===== src/bitr_pkg.sv =====
// Package: constants and types for the built-in test reporter
package bitr_pkg;
    localparam int ERR_W          = 10;
    localparam int BASIC_TESTS    = 5;
    localparam int SW_W           = 5;
    // Error bit positions
    localparam int BIT_PROG_MEM   = 0;
    localparam int BIT_WORK_MEM   = 1;
    localparam int BIT_NV_STORE   = 2;
    localparam int BIT_OPT_BUF    = 3;
    localparam int BIT_DIG_POT    = 4;
    localparam int BIT_LOOPBACK   = 5;
    localparam int BIT_VMAX       = 6;
    localparam int BIT_VMIN       = 7;
    localparam int BIT_QTR_V      = 8;
    localparam int BIT_QTR_RB     = 9;
    localparam int BIT_ANALOG_PRE = 5;   // First analogue-stage subtest
    // Beep counts per failure, for ready and for none
    localparam logic [2:0] BEEPS_MEM      = 3'h1;
    localparam logic [2:0] BEEPS_NV       = 3'h2;
    localparam logic [2:0] BEEPS_OPT      = 3'h3;
    localparam logic [2:0] BEEPS_POT      = 3'h6;
    localparam logic [2:0] BEEPS_LOOP     = 3'h5;
    localparam logic [2:0] BEEPS_READY    = 3'h3;
    localparam logic [2:0] BEEPS_NONE     = 3'h0;
    // Switch codes, section five down to one, 1 = open
    localparam logic [SW_W-1:0] SW_ALL_OPEN = 5'h1f;
    localparam logic [SW_W-1:0] SW_BAUD_9K6  = 5'h06;
    localparam logic [SW_W-1:0] SW_BAUD_19K2 = 5'h01;
    localparam logic [SW_W-1:0] SW_BAUD_38K4 = 5'h03;
    localparam logic [ERR_W-1:0] ERR_PASS    = 10'h000;
    localparam logic [ERR_W-1:0] ERR_NONE    = 10'h000;
    // Beep timing
    localparam int CLK_MHZ        = 200;
    localparam int BEEP_MS        = 100;
    localparam int BEEP_CYCLES    = BEEP_MS * 1000 * CLK_MHZ;
    localparam int PERIODIC_MS    = 1000;
    localparam int PERIODIC_CYCLES = PERIODIC_MS * 1000 * CLK_MHZ;
    typedef enum logic [1:0] {
        BITR_BAUD_9K6,
        BITR_BAUD_19K2,
        BITR_BAUD_38K4,
        BITR_BAUD_INVALID
    } bitr_baud_type;
    typedef enum logic [1:0] {
        BITR_TRIG_POWERUP,
        BITR_TRIG_PERIODIC,
        BITR_TRIG_CONFIDENCE,
        BITR_TRIG_FULL
    } bitr_trig_type;
endpackage


===== src/bitr_beeper.sv =====
// Beep pattern generator: counted bursts or a steady equal-period toggle
`timescale 1ns/1ps
module bitr_beeper
    import bitr_pkg::*;
#(
    parameter int HALF_CYCLES = BEEP_CYCLES
) (
    input  wire logic       i_clk,
    input  wire logic       i_rst_n,
    input  wire logic       i_start,
    input  wire logic [2:0] i_count,
    input  wire logic       i_toggle,
    output logic            o_beep,
    output logic            o_busy
);
    logic [31:0] tick_reg;
    logic [3:0]  phase_reg;
    logic        tick_end;
    assign tick_end = (tick_reg == 32'(HALF_CYCLES - 1));
    // Half-period timer runs while a pattern is active
    always_ff @(posedge i_clk or negedge i_rst_n) begin
        if (!i_rst_n) begin
            tick_reg <= 32'h0000_0000;
        end else if (i_start || tick_end || !(o_busy || i_toggle)) begin
            tick_reg <= 32'h0000_0000;
        end else begin
            tick_reg <= tick_reg + 32'h0000_0001;
        end
    end

    // Each beep is an on half and an off half; phases count down
    always_ff @(posedge i_clk or negedge i_rst_n) begin
        if (!i_rst_n) begin
            phase_reg <= 4'h0;
            o_beep    <= 1'b0;
            o_busy    <= 1'b0;
        end else if (i_start && i_count != BEEPS_NONE) begin
            phase_reg <= {i_count, 1'b0} - 4'h1;
            o_beep    <= 1'b1;
            o_busy    <= 1'b1;
        end else if (o_busy) begin
            if (tick_end) begin
                if (phase_reg == 4'h0) begin
                    o_busy <= 1'b0;
                    o_beep <= 1'b0;
                end else begin
                    phase_reg <= phase_reg - 4'h1;
                    o_beep    <= ~o_beep;
                end
            end
        end else if (i_toggle) begin
            if (tick_end) begin
                o_beep <= ~o_beep;  // Equal on and off periods
            end
        end else begin
            o_beep <= 1'b0;
        end
    end
endmodule


===== src/bitr_reporter.sv =====
// Built-in test reporter: sequences subtests, accumulates codes, drives beeps
`timescale 1ns/1ps
module bitr_reporter
    import bitr_pkg::*;
#(
    parameter int BEEP_HALF    = BEEP_CYCLES,
    parameter int PERIOD_TICKS = PERIODIC_CYCLES
) (
    input  wire logic             i_clk,
    input  wire logic             i_rst_n,
    input  wire logic             i_confidence_query,    // Host command pulse
    input  wire logic             i_instrument_test_query,
    input  wire logic             i_periodic_enable,
    input  wire logic [SW_W-1:0]  i_address_selector_switch, // Section five..one
    input  wire logic             i_cal_written,
    output logic                  o_subtest_start,
    output logic [3:0]            o_subtest_index,
    input  wire logic             i_subtest_done,
    input  wire logic             i_subtest_fail,
    output logic                  o_analog_drive,
    output logic                  o_response_valid,
    output logic [ERR_W-1:0]      o_response_code,
    output logic                  o_queue_push,
    output logic [ERR_W-1:0]      o_queue_code,
    output logic                  o_beep,
    output logic                  o_busy,
    output logic [1:0]            o_baud_sel,
    output logic                  o_baud_valid,
    output logic                  o_bypass,
    output logic                  o_ready
);
    // ==========================================================
    // Switch synchroniser
    // ==========================================================
    logic [SW_W-1:0] sw_meta_reg;
    logic [SW_W-1:0] sw_reg;
    logic            cal_meta_reg;
    logic            cal_reg;
    logic [1:0]      settle_reg;

    // Switch and calibration flag come from outside, two stages each
    always_ff @(posedge i_clk or negedge i_rst_n) begin
        if (!i_rst_n) begin
            sw_meta_reg  <= SW_ALL_OPEN;
            sw_reg       <= SW_ALL_OPEN;
            cal_meta_reg <= 1'b0;
            cal_reg      <= 1'b0;
            settle_reg   <= 2'h0;
        end else begin
            sw_meta_reg  <= i_address_selector_switch;
            sw_reg       <= sw_meta_reg;
            cal_meta_reg <= i_cal_written;
            cal_reg      <= cal_meta_reg;
            settle_reg   <= {settle_reg[0], 1'b1}; // Both stages refilled after reset
        end
    end

    // ==========================================================
    // Baud rate decode
    // ==========================================================
    bitr_baud_type baud_next;
    always_comb begin
        unique case (sw_reg)
            SW_BAUD_9K6:  baud_next = BITR_BAUD_9K6;
            SW_BAUD_19K2: baud_next = BITR_BAUD_19K2;
            SW_BAUD_38K4: baud_next = BITR_BAUD_38K4;
            default:      baud_next = BITR_BAUD_INVALID;
        endcase
    end

    always_ff @(posedge i_clk or negedge i_rst_n) begin
        if (!i_rst_n) begin
            o_baud_sel   <= 2'h0;
            o_baud_valid <= 1'b0;
        end else begin
            o_baud_sel   <= baud_next;
            o_baud_valid <= (baud_next != BITR_BAUD_INVALID);
        end
    end

    // ==========================================================
    // Sequencer
    // ==========================================================
    typedef enum logic [2:0] {
        BITR_S_SETTLE,
        BITR_S_BYPASS,
        BITR_S_IDLE,
        BITR_S_ISSUE,
        BITR_S_WAIT,
        BITR_S_REPORT,
        BITR_S_HOLD
    } bitr_state_type;

    bitr_state_type state_reg;
    bitr_trig_type  trig_reg;
    logic [ERR_W-1:0] err_reg;
    logic [3:0]       idx_reg;
    logic [3:0]       last_idx;
    logic             pre_fail_reg;
    logic [31:0]      period_reg;
    logic             period_due;
    logic             beep_start;
    logic [2:0]       beep_count;
    logic             beep_busy;
    logic             beep_toggle;
    logic             beep_out;
    logic             fail_now;
    logic [ERR_W-1:0] err_next;
    logic             full_run;

    assign full_run   = (trig_reg == BITR_TRIG_FULL);
    assign last_idx   = full_run ? 4'(ERR_W - 1) : 4'(BASIC_TESTS - 1);
    // Never-calibrated store fails regardless of the subtest answer
    assign fail_now   = i_subtest_fail ||
                        (idx_reg == 4'(BIT_NV_STORE) && !cal_reg);
    assign err_next   = err_reg | (fail_now ? (10'h001 << idx_reg) : ERR_NONE);
    assign period_due = (period_reg == 32'(PERIOD_TICKS - 1));

    // Periodic trigger counter
    always_ff @(posedge i_clk or negedge i_rst_n) begin
        if (!i_rst_n) begin
            period_reg <= 32'h0000_0000;
        end else if (!i_periodic_enable || period_due) begin
            period_reg <= 32'h0000_0000;
        end else begin
            period_reg <= period_reg + 32'h0000_0001;
        end
    end

    // Main test state machine
    always_ff @(posedge i_clk or negedge i_rst_n) begin
        if (!i_rst_n) begin
            state_reg    <= BITR_S_SETTLE;
            trig_reg     <= BITR_TRIG_POWERUP;
            err_reg      <= ERR_NONE;
            idx_reg      <= 4'h0;
            pre_fail_reg <= 1'b0;
        end else begin
            unique case (state_reg)
                BITR_S_SETTLE: begin
                    if (settle_reg[1] && sw_reg == SW_ALL_OPEN) begin // Reset value of the sync is not the pin
                        state_reg <= BITR_S_BYPASS;
                    end else if (settle_reg[1]) begin
                        trig_reg  <= BITR_TRIG_POWERUP;
                        err_reg   <= ERR_NONE;
                        idx_reg   <= 4'h0;
                        state_reg <= BITR_S_ISSUE;
                    end
                end
                BITR_S_BYPASS: begin
                    if (baud_next == BITR_BAUD_INVALID && sw_reg != SW_ALL_OPEN) begin
                        state_reg <= BITR_S_IDLE;
                    end
                end
                BITR_S_IDLE: begin
                    if (i_instrument_test_query) begin
                        trig_reg <= BITR_TRIG_FULL;
                    end else if (i_confidence_query) begin
                        trig_reg <= BITR_TRIG_CONFIDENCE;
                    end else begin
                        trig_reg <= BITR_TRIG_PERIODIC;
                    end
                    if (i_instrument_test_query || i_confidence_query || period_due) begin
                        err_reg      <= ERR_NONE;
                        idx_reg      <= 4'h0;
                        pre_fail_reg <= 1'b0;
                        state_reg    <= BITR_S_ISSUE;
                    end
                end
                BITR_S_ISSUE: begin
                    state_reg <= BITR_S_WAIT;
                end
                BITR_S_WAIT: begin
                    if (i_subtest_done) begin
                        err_reg <= err_next;
                        if (idx_reg == 4'(BIT_ANALOG_PRE) && fail_now) begin
                            pre_fail_reg <= 1'b1;
                        end
                        if (trig_reg == BITR_TRIG_POWERUP && fail_now) begin
                            state_reg <= BITR_S_HOLD;
                        end else if (idx_reg == last_idx) begin
                            state_reg <= BITR_S_REPORT;
                        end else begin
                            idx_reg   <= idx_reg + 4'h1;
                            state_reg <= BITR_S_ISSUE;
                        end
                    end
                end
                BITR_S_HOLD: begin
                    // Retry the failed power-up subtest once its beeps finish
                    if (!beep_busy && !beep_start) begin
                        err_reg   <= ERR_NONE;
                        state_reg <= BITR_S_ISSUE;
                    end
                end
                BITR_S_REPORT: begin
                    state_reg <= BITR_S_IDLE;
                end
                default: begin
                    state_reg <= BITR_S_IDLE;
                end
            endcase
        end
    end

    // ==========================================================
    // Subtest request and analogue drive
    // ==========================================================
    always_ff @(posedge i_clk or negedge i_rst_n) begin
        if (!i_rst_n) begin
            o_subtest_start <= 1'b0;
            o_subtest_index <= 4'h0;
            o_analog_drive  <= 1'b0;
        end else begin
            o_subtest_start <= (state_reg == BITR_S_ISSUE);
            o_subtest_index <= idx_reg;
            // Output stage is driven only by the full test past the loop-back,
            // and only when loop-back passed
            o_analog_drive  <= full_run && (state_reg == BITR_S_ISSUE || state_reg == BITR_S_WAIT) &&
                               idx_reg > 4'(BIT_ANALOG_PRE) && !pre_fail_reg;
        end
    end

    // ==========================================================
    // Response, error queue, status
    // ==========================================================
    always_ff @(posedge i_clk or negedge i_rst_n) begin
        if (!i_rst_n) begin
            o_response_valid <= 1'b0;
            o_response_code  <= ERR_PASS;
            o_queue_push     <= 1'b0;
            o_queue_code     <= ERR_NONE;
        end else begin
            o_response_valid <= 1'b0;
            o_queue_push     <= 1'b0;
            if (state_reg == BITR_S_REPORT) begin
                // Zero means pass; any set bit names a failing subtest
                if (trig_reg == BITR_TRIG_CONFIDENCE || trig_reg == BITR_TRIG_FULL) begin
                    o_response_valid <= 1'b1;
                    o_response_code  <= err_reg;
                end
                o_queue_push <= (err_reg != ERR_PASS);
                o_queue_code <= err_reg;
            end else if (state_reg == BITR_S_WAIT && i_subtest_done && fail_now &&
                         trig_reg == BITR_TRIG_POWERUP) begin
                o_queue_push <= 1'b1;
                o_queue_code <= err_next;
            end
        end
    end

    always_ff @(posedge i_clk or negedge i_rst_n) begin
        if (!i_rst_n) begin
            o_busy   <= 1'b0;
            o_bypass <= 1'b0;
            o_ready  <= 1'b0;
        end else begin
            o_busy   <= (state_reg != BITR_S_IDLE && state_reg != BITR_S_BYPASS);
            o_bypass <= (state_reg == BITR_S_BYPASS);
            o_ready  <= (state_reg == BITR_S_IDLE);
        end
    end

    // ==========================================================
    // Beep selection
    // ==========================================================
    logic [2:0] fail_beeps;
    logic [ERR_W-1:0] beep_src;

    // Lowest failing bit picks the pattern; analogue stage bits past loop-back are silent
    assign beep_src = (state_reg == BITR_S_REPORT) ? err_reg : err_next;

    always_comb begin
        if (beep_src[BIT_PROG_MEM] || beep_src[BIT_WORK_MEM]) begin
            fail_beeps = BEEPS_MEM;
        end else if (beep_src[BIT_NV_STORE]) begin
            fail_beeps = BEEPS_NV;
        end else if (beep_src[BIT_OPT_BUF]) begin
            fail_beeps = BEEPS_OPT;
        end else if (beep_src[BIT_DIG_POT]) begin
            fail_beeps = BEEPS_POT;
        end else if (beep_src[BIT_LOOPBACK]) begin
            fail_beeps = BEEPS_LOOP;
        end else begin
            fail_beeps = BEEPS_NONE;
        end
    end

    logic ready_beep_done_reg;
    always_ff @(posedge i_clk or negedge i_rst_n) begin
        if (!i_rst_n) begin
            ready_beep_done_reg <= 1'b0;
        end else if (beep_start && trig_reg == BITR_TRIG_POWERUP && state_reg == BITR_S_REPORT) begin
            ready_beep_done_reg <= 1'b1;
        end
    end

    always_comb begin
        beep_start = 1'b0;
        beep_count = BEEPS_NONE;
        if (state_reg == BITR_S_WAIT && i_subtest_done && fail_now && trig_reg == BITR_TRIG_POWERUP) begin
            beep_start = 1'b1;
            beep_count = fail_beeps;
        end else if (state_reg == BITR_S_REPORT && err_reg != ERR_PASS) begin
            beep_start = 1'b1;
            beep_count = fail_beeps;
        end else if (state_reg == BITR_S_REPORT && trig_reg == BITR_TRIG_POWERUP && !ready_beep_done_reg) begin
            beep_start = 1'b1;
            beep_count = BEEPS_READY;
        end
    end

    assign beep_toggle = (state_reg == BITR_S_BYPASS);

    bitr_beeper #(
        .HALF_CYCLES (BEEP_HALF)
    ) u_beeper (
        .i_clk    (i_clk),
        .i_rst_n  (i_rst_n),
        .i_start  (beep_start),
        .i_count  (beep_count),
        .i_toggle (beep_toggle),
        .o_beep   (beep_out),
        .o_busy   (beep_busy)
    );

    always_ff @(posedge i_clk or negedge i_rst_n) begin
        if (!i_rst_n) begin
            o_beep <= 1'b0;
        end else begin
            o_beep <= beep_out;
        end
    end
endmodule


===== config.mk =====
export PLATFORM = sky130hd
export DESIGN_NAME = bitr_reporter
export DESIGN_NICKNAME = d
export VERILOG_FILES = /design/src/bitr_pkg.sv /design/src/bitr_beeper.sv /design/src/bitr_reporter.sv
export SDC_FILE = /design/constraint.sdc
export NUM_CORES = 1
export LEC_CHECK = 0
export BUFFER_PORTS_ARGS = -buffer_cell sky130_fd_sc_hd__buf_2
export CAP_MARGIN = 5
export CORE_MARGIN = 4
export CORE_UTILIZATION = 54
export CTS_CLUSTER_DIAMETER = 30
export CTS_CLUSTER_SIZE = 14
export DETAILED_ROUTE_END_ITERATION = 7
export GPL_ROUTABILITY_DRIVEN = 1
export PLACE_DENSITY_LB_ADDON = 0.05
export SKIP_CTS_REPAIR_TIMING = 1
export SYNTH_ARGS = -nofsm -noshare
export SYNTH_HDL_FRONTEND = slang
export SYNTH_SLANG_ARGS = --single-unit
export TNS_END_PERCENT = 5

===== constraint.sdc =====
create_clock -name i_clk -period 3 [get_ports i_clk]
set_input_delay 0.6 -clock i_clk [delete_from_list [all_inputs] [get_ports i_clk]]
set_output_delay 0.6 -clock i_clk [all_outputs]
set_load 0.1 [all_outputs]

Word level (Yosys, flattened, before mapping) --
Index checks and enable logic that the tools add are counted.
Cells by class: $add $sub $neg 5, multiply operators 0, div/mod/pow operators 0, order comparisons 1, equality and inequality tests 35, shift-type cells 1, muxes and demuxes 68, bitwise gates (word level) 2, reductions and logical operators 56
Operators with widths (number):
- 2-to-1 mux 10 bit | 8
- adder 32 x 1 -> 32 bit, second input constant | 2
- 2-to-1 mux 32 bit | 2
- 2-to-1 mux 3 bit | 15
- 2-to-1 mux 4 bit | 11
- case mux 10 bit (4 select lines) | 1
- equality test 32 x 25 -> 1 bit, second input constant | 1
- equality test 32 x 28 -> 1 bit, second input constant | 1
- 2-to-1 mux 1 bit | 20
- != test 2 bit, second input constant | 10
- logical AND 1 bit | 19
- case mux 3 bit (6 select lines) | 1
- case mux 4 bit (3 select lines) | 1
- logical OR 1 bit | 10
- 2-to-1 mux 2 bit | 5
- OR 10 bit | 1
- nonzero test 10 bit | 1
- nonzero test 2 bit | 5
- left shift 1 x 4 -> 10 bit, first input constant | 1
- equality test 3 bit, second input constant | 3
- != test 3 bit, second input constant | 3
- subtractor 4 x 1 -> 4 bit, second input constant | 2
- logical NOT 1 bit | 7
- AND reduction 7 bit | 1
- 31 further kinds | 37
Storage, ports and cells: flip-flop bits (word level) 140, bits in latches 0, RAM bits 0, ROM bits 0, input bits 13, output and inout port bits 35, word-level logic and storage cells 197, memories 0

Depth between registers and ports, before layout --
depth in word-level cells 17, depth in mapped cells 13

Hierarchy --
From an unflattened synthesis, not the netlist that was laid out.
Unflattened totals: cell total of the unflattened synthesis 685, area total of the unflattened synthesis 6954.2 sq um
By module, submodules not included:
- bitr_reporter | times used 1, cells each 445, area each 4629.4 sq um, sequential area each 2565.0 sq um
- bitr_beeper | times used 1, cells each 240, area each 2324.7 sq um, sequential area each 950.9 sq um

Worst setup path before layout --
OpenSTA, ideal clock, no wires.
path type register to register, start point reg idx_reg[0], end point reg u_beeper.phase_reg[1], setup time 0.126 ns, arrival time 2.656 ns, required time 2.874 ns, path slack 0.218 ns, stages on the path, launching flop included 13, path buffers 1, clock period less this slack 2.782 ns, cells stage by stage dfrtp_1 inv_1 ha_1 nor4b_4 o2111ai_4 a31o_2 a211oi_2 a32oi_1 ha_1 ha_1 or2_1 buf_2 mux2i_1
On the way: word-level cells in the longest chain between the ends 17, elaborated cells on any way between the ends 26, classes of those cells 1 x add/sub; 2 x eq/ne; 1 x shift; 11 x mux; 1 x bitwise; 10 x reduce/logical
RTL lines:
- from (decl) | RTL line bitr_reporter.sv:97 | logic [3:0] idx_reg;
- from (signal assigned) | RTL line bitr_reporter.sv:184 | idx_reg <= idx_reg + 4'h1;
- branches (longest 17 deep; another with 2-to-1 mux 10 bit)
- to (signal assigned) | RTL line bitr_beeper.sv:38 | phase_reg <= {i_count, 1'b0} - 4'h1;
- to (signal assigned) | RTL line bitr_beeper.sv:47 | phase_reg <= phase_reg - 4'h1;
- to (decl) | RTL line bitr_beeper.sv:17 | logic [3:0] phase_reg;
Parallel ways; which one is timed is not known. A chain may end at the register's enable or synchronous reset.

Worst setup path in the final report --
start point reg idx_reg[0], end point reg u_beeper.phase_reg[2]
The elaborated chain is that of the path after synthesis.

==> results.tsv <==
metric	value	unit
status	completed	
worstSetupPathType	register to register	
synth.yosys.seq_area_share	53.7	%
slew_headroom	51.7	%
ant_nets	0	
yosys_warnings	0	
grtUsageMet2	30.9	%
netlist_top_cells_area	dfrtp_1, nor2_1, xor2_1, dfstp_2, xnor2_1	
hold_class	input port to asynchronous set/reset pin	
fillers	957	
slew_viol_final	0	
yosysMostFrequentCell	dfrtp_1	
multi_input_area	2870	um2
core	11700	um2
first_pass_iters	4	
netlist_top_cells_count	dfrtp_1, nor2_1, nand2_1	
reg2regPathDepth	13	
crit_fanout	6	
skew	0.00972	ns
p_per_area	823	nW/um2
clock_latency	0.42	ns
irDropWorstVdd	0.000516	V
fp.dieH	118	um
rsz0062_at_grt	false	
cts_tree	done	
cp.arrival	3.09	ns
die_x	118	um
grt_most_used_layer	met2	
worstReg2RegEnd	u_beeper.phase_reg[2]$_DFFE_PN0P_	
cts.sinks	140	
rows	39	
r2r_start	idx_reg[0]$_DFFE_PN0P_	
dr_total_vias	4824	
synth_top_area_share	49.7	%
synthToLayoutAreaGrowth	15.8	%
drtIter0Drc	371	
worstPathRequired	3.30	ns
synthesis.nets	669	
max_freq	359	MHz
ios	48	
vias_per_cell	5.59	
dp_hpwl	9420	um
ff2ff_setup_slack	0.21	ns
drive_above_1_share	17.8	%
worst_slew_pin_slew	0.721	ns
fin_crit	2.79	ns
synth-edff-count	0	
ys_types	60	
async_reset_ff_share	100	%
grt_max_degree	71	
antenna-diode-count	0	
critPathCaptureType	register	
grt_pass1_vias	4740	
synth-seq-cells	140	
clk_path_buf_depth	2	
grt_antenna_before_repair	0	
wirelength	13500	um
clk_pin_slew	0.06	ns
period_share	93.0	%
setup_viol	0	
ctsHtreeMaxLevel	4	
grt.overflow.total	0	
cts_root_buf	clkbuf_16	
synth_ff_type	dfrtp_1	
met3_usage	5.21	%
portBuffers	47	
wl_per_cell	15.6	um
drc	0	
startpoint_type	register	
synth_top_cell_by_area	dfrtp_1	
grt_use_total	20.6	%
die-area	14000	um2
synth_area_per_cell	10.2	um2
cts-buffers-inserted	17	
netlist_area	6550	um2
grt_pass1_wl	23400	um
finalNetCount	732	
gp_congestion	0.852	
cellLeakagePower	0.00355	uW
met1_usage	28.9	%
finalSetupTns	0	ns
start_util	56.2	%
hold_violations	0	
synthesis.instances	644	
cap_violations	0	
seq_area	3520	um2
fin_util	65.0	%
==> critical path: stages (launching register included) <==
cell	delay, ns
dfrtp_1	0.38
inv_2	0.09
ha_2	0.21
nor4b_4	0.28
buf_4	0.17
a21o_1	0.14
a31oi_1	0.12
a21boi_0	0.17
o21ai_1	0.18
o21ai_0	0.11
ha_1	0.20
ha_1	0.20
or2_4	0.29
mux2i_1	0.13
==> final cells by class <==
type,count,share of cell area [%]
clock inverters,9,0.759
flip-flops and latches,140,46.4
well taps,143,2.36
multi-input cells,464,37.8
inverters,19,0.940
repair buffers,65,5.13
clock buffers,23,6.60
==> worst max path at each step <==
| stage | from | end | slack, ns | cells past startpoint |
|---|---|---|---|---|
| floorplan | idx_reg[0]$_DFFE_PN0P_ | u_beeper.phase_reg[1]$_DFFE_PN0P_ | 0.22 | 12 |
| global placement | idx_reg[0]$_DFFE_PN0P_ | u_beeper.phase_reg[2]$_DFFE_PN0P_ | 0.14 | 11 |
| detailed placement | idx_reg[0]$_DFFE_PN0P_ | u_beeper.phase_reg[2]$_DFFE_PN0P_ | 0.09 | 11 |
| CTS | idx_reg[0]$_DFFE_PN0P_ | u_beeper.phase_reg[2]$_DFFE_PN0P_ | 0.05 | 11 |
| global route | idx_reg[0]$_DFFE_PN0P_ | u_beeper.phase_reg[2]$_DFFE_PN0P_ | 0.002 | 13 |
| finish | idx_reg[0]$_DFFE_PN0P_ | u_beeper.phase_reg[2]$_DFFE_PN0P_ | 0.21 | 13 |
==> where the power goes <==
part | leakage, uW | internal [uW] | total (uW) | switching [uW]
sequential | 0.00181 | 2140 | 2330 | 187
combinational | 0.00146 | 431 | 1960 | 1530
clock | 0.000283 | 1180 | 1950 | 779
total | 0.00355 | 3750 | 6240 | 2490
==> placed cells by master, fill, tap and decap left out, types with 3 or more instances in the layout <==
master / synthesis / final
a21o_1: 4 / 4
a21oi_1: 21 / 21
a31oi_1: 9 / 9
and2_1: 5 / 5
and3_1: 19 / 19
and4_1: 12 / 12
buf_2: 12 / 46
buf_4: 1 / 17
clkbuf_1: 8 / 3
clkbuf_16: 0 / 19
clkinv_2: 0 / 3
dfrtp_1: 130 / 130
dfstp_2: 10 / 10
ha_1: 12 / 11
inv_1: 19 / 18
inv_4: 0 / 4
mux2_2: 8 / 8
mux2i_1: 4 / 4
nand2_1: 51 / 51
nand2b_1: 3 / 3
nand3_1: 35 / 35
nand4_1: 23 / 23
nor2_1: 114 / 114
nor2b_1: 3 / 3
nor3_1: 5 / 5
nor4_1: 9 / 9
o21ai_0: 22 / 22
xnor2_1: 22 / 22
xor2_1: 41 / 41
==> metrics by stage <==
step | hold WS [ns] | setup WS [ns] | area, um2 | cells | total power (uW)
detailed placement | 0.338 | 0.0926 | 6990 | 827 | 4310
finish | 0.168 | 0.211 | 7580 | 863 | 6240
global route | 0.209 | 0.00238 | 7580 | 863 | 6550
floorplan | 0.304 | 0.218 | 6550 | 644 | 3860
global placement | 0.333 | 0.138 | 6990 | 827 | 4280
CTS | 0.178 | 0.0540 | 7550 | 859 | 6290
==> per-layer routing <==
| layer | vias to the layer above | share of wire [%] |
|---|---|---|
| met3 | 14 | 5.2 |
| met4 | 0 | 1.4 |
| met2 | 130 | 46 |
| met5 | - | 0 |
| li1 | 2364 | - |
| met1 | 2316 | 47 |
==> cell families after synthesis <==
family / Yosys count / synth area share, %
adder cells (fa/ha/maj): 12 / 2.29
multiplexers: 13 / 2.16
other: 1 / 0.0573
AND/OR/NAND/NOR: 297 / 23.0
AO/OA/AOI/OAI: 78 / 7.85
XOR/XNOR: 63 / 8.42
buffers and inverters: 40 / 2.58
flip-flops: 140 / 53.7
Note: power is estimated with default switching activity, not from simulation.
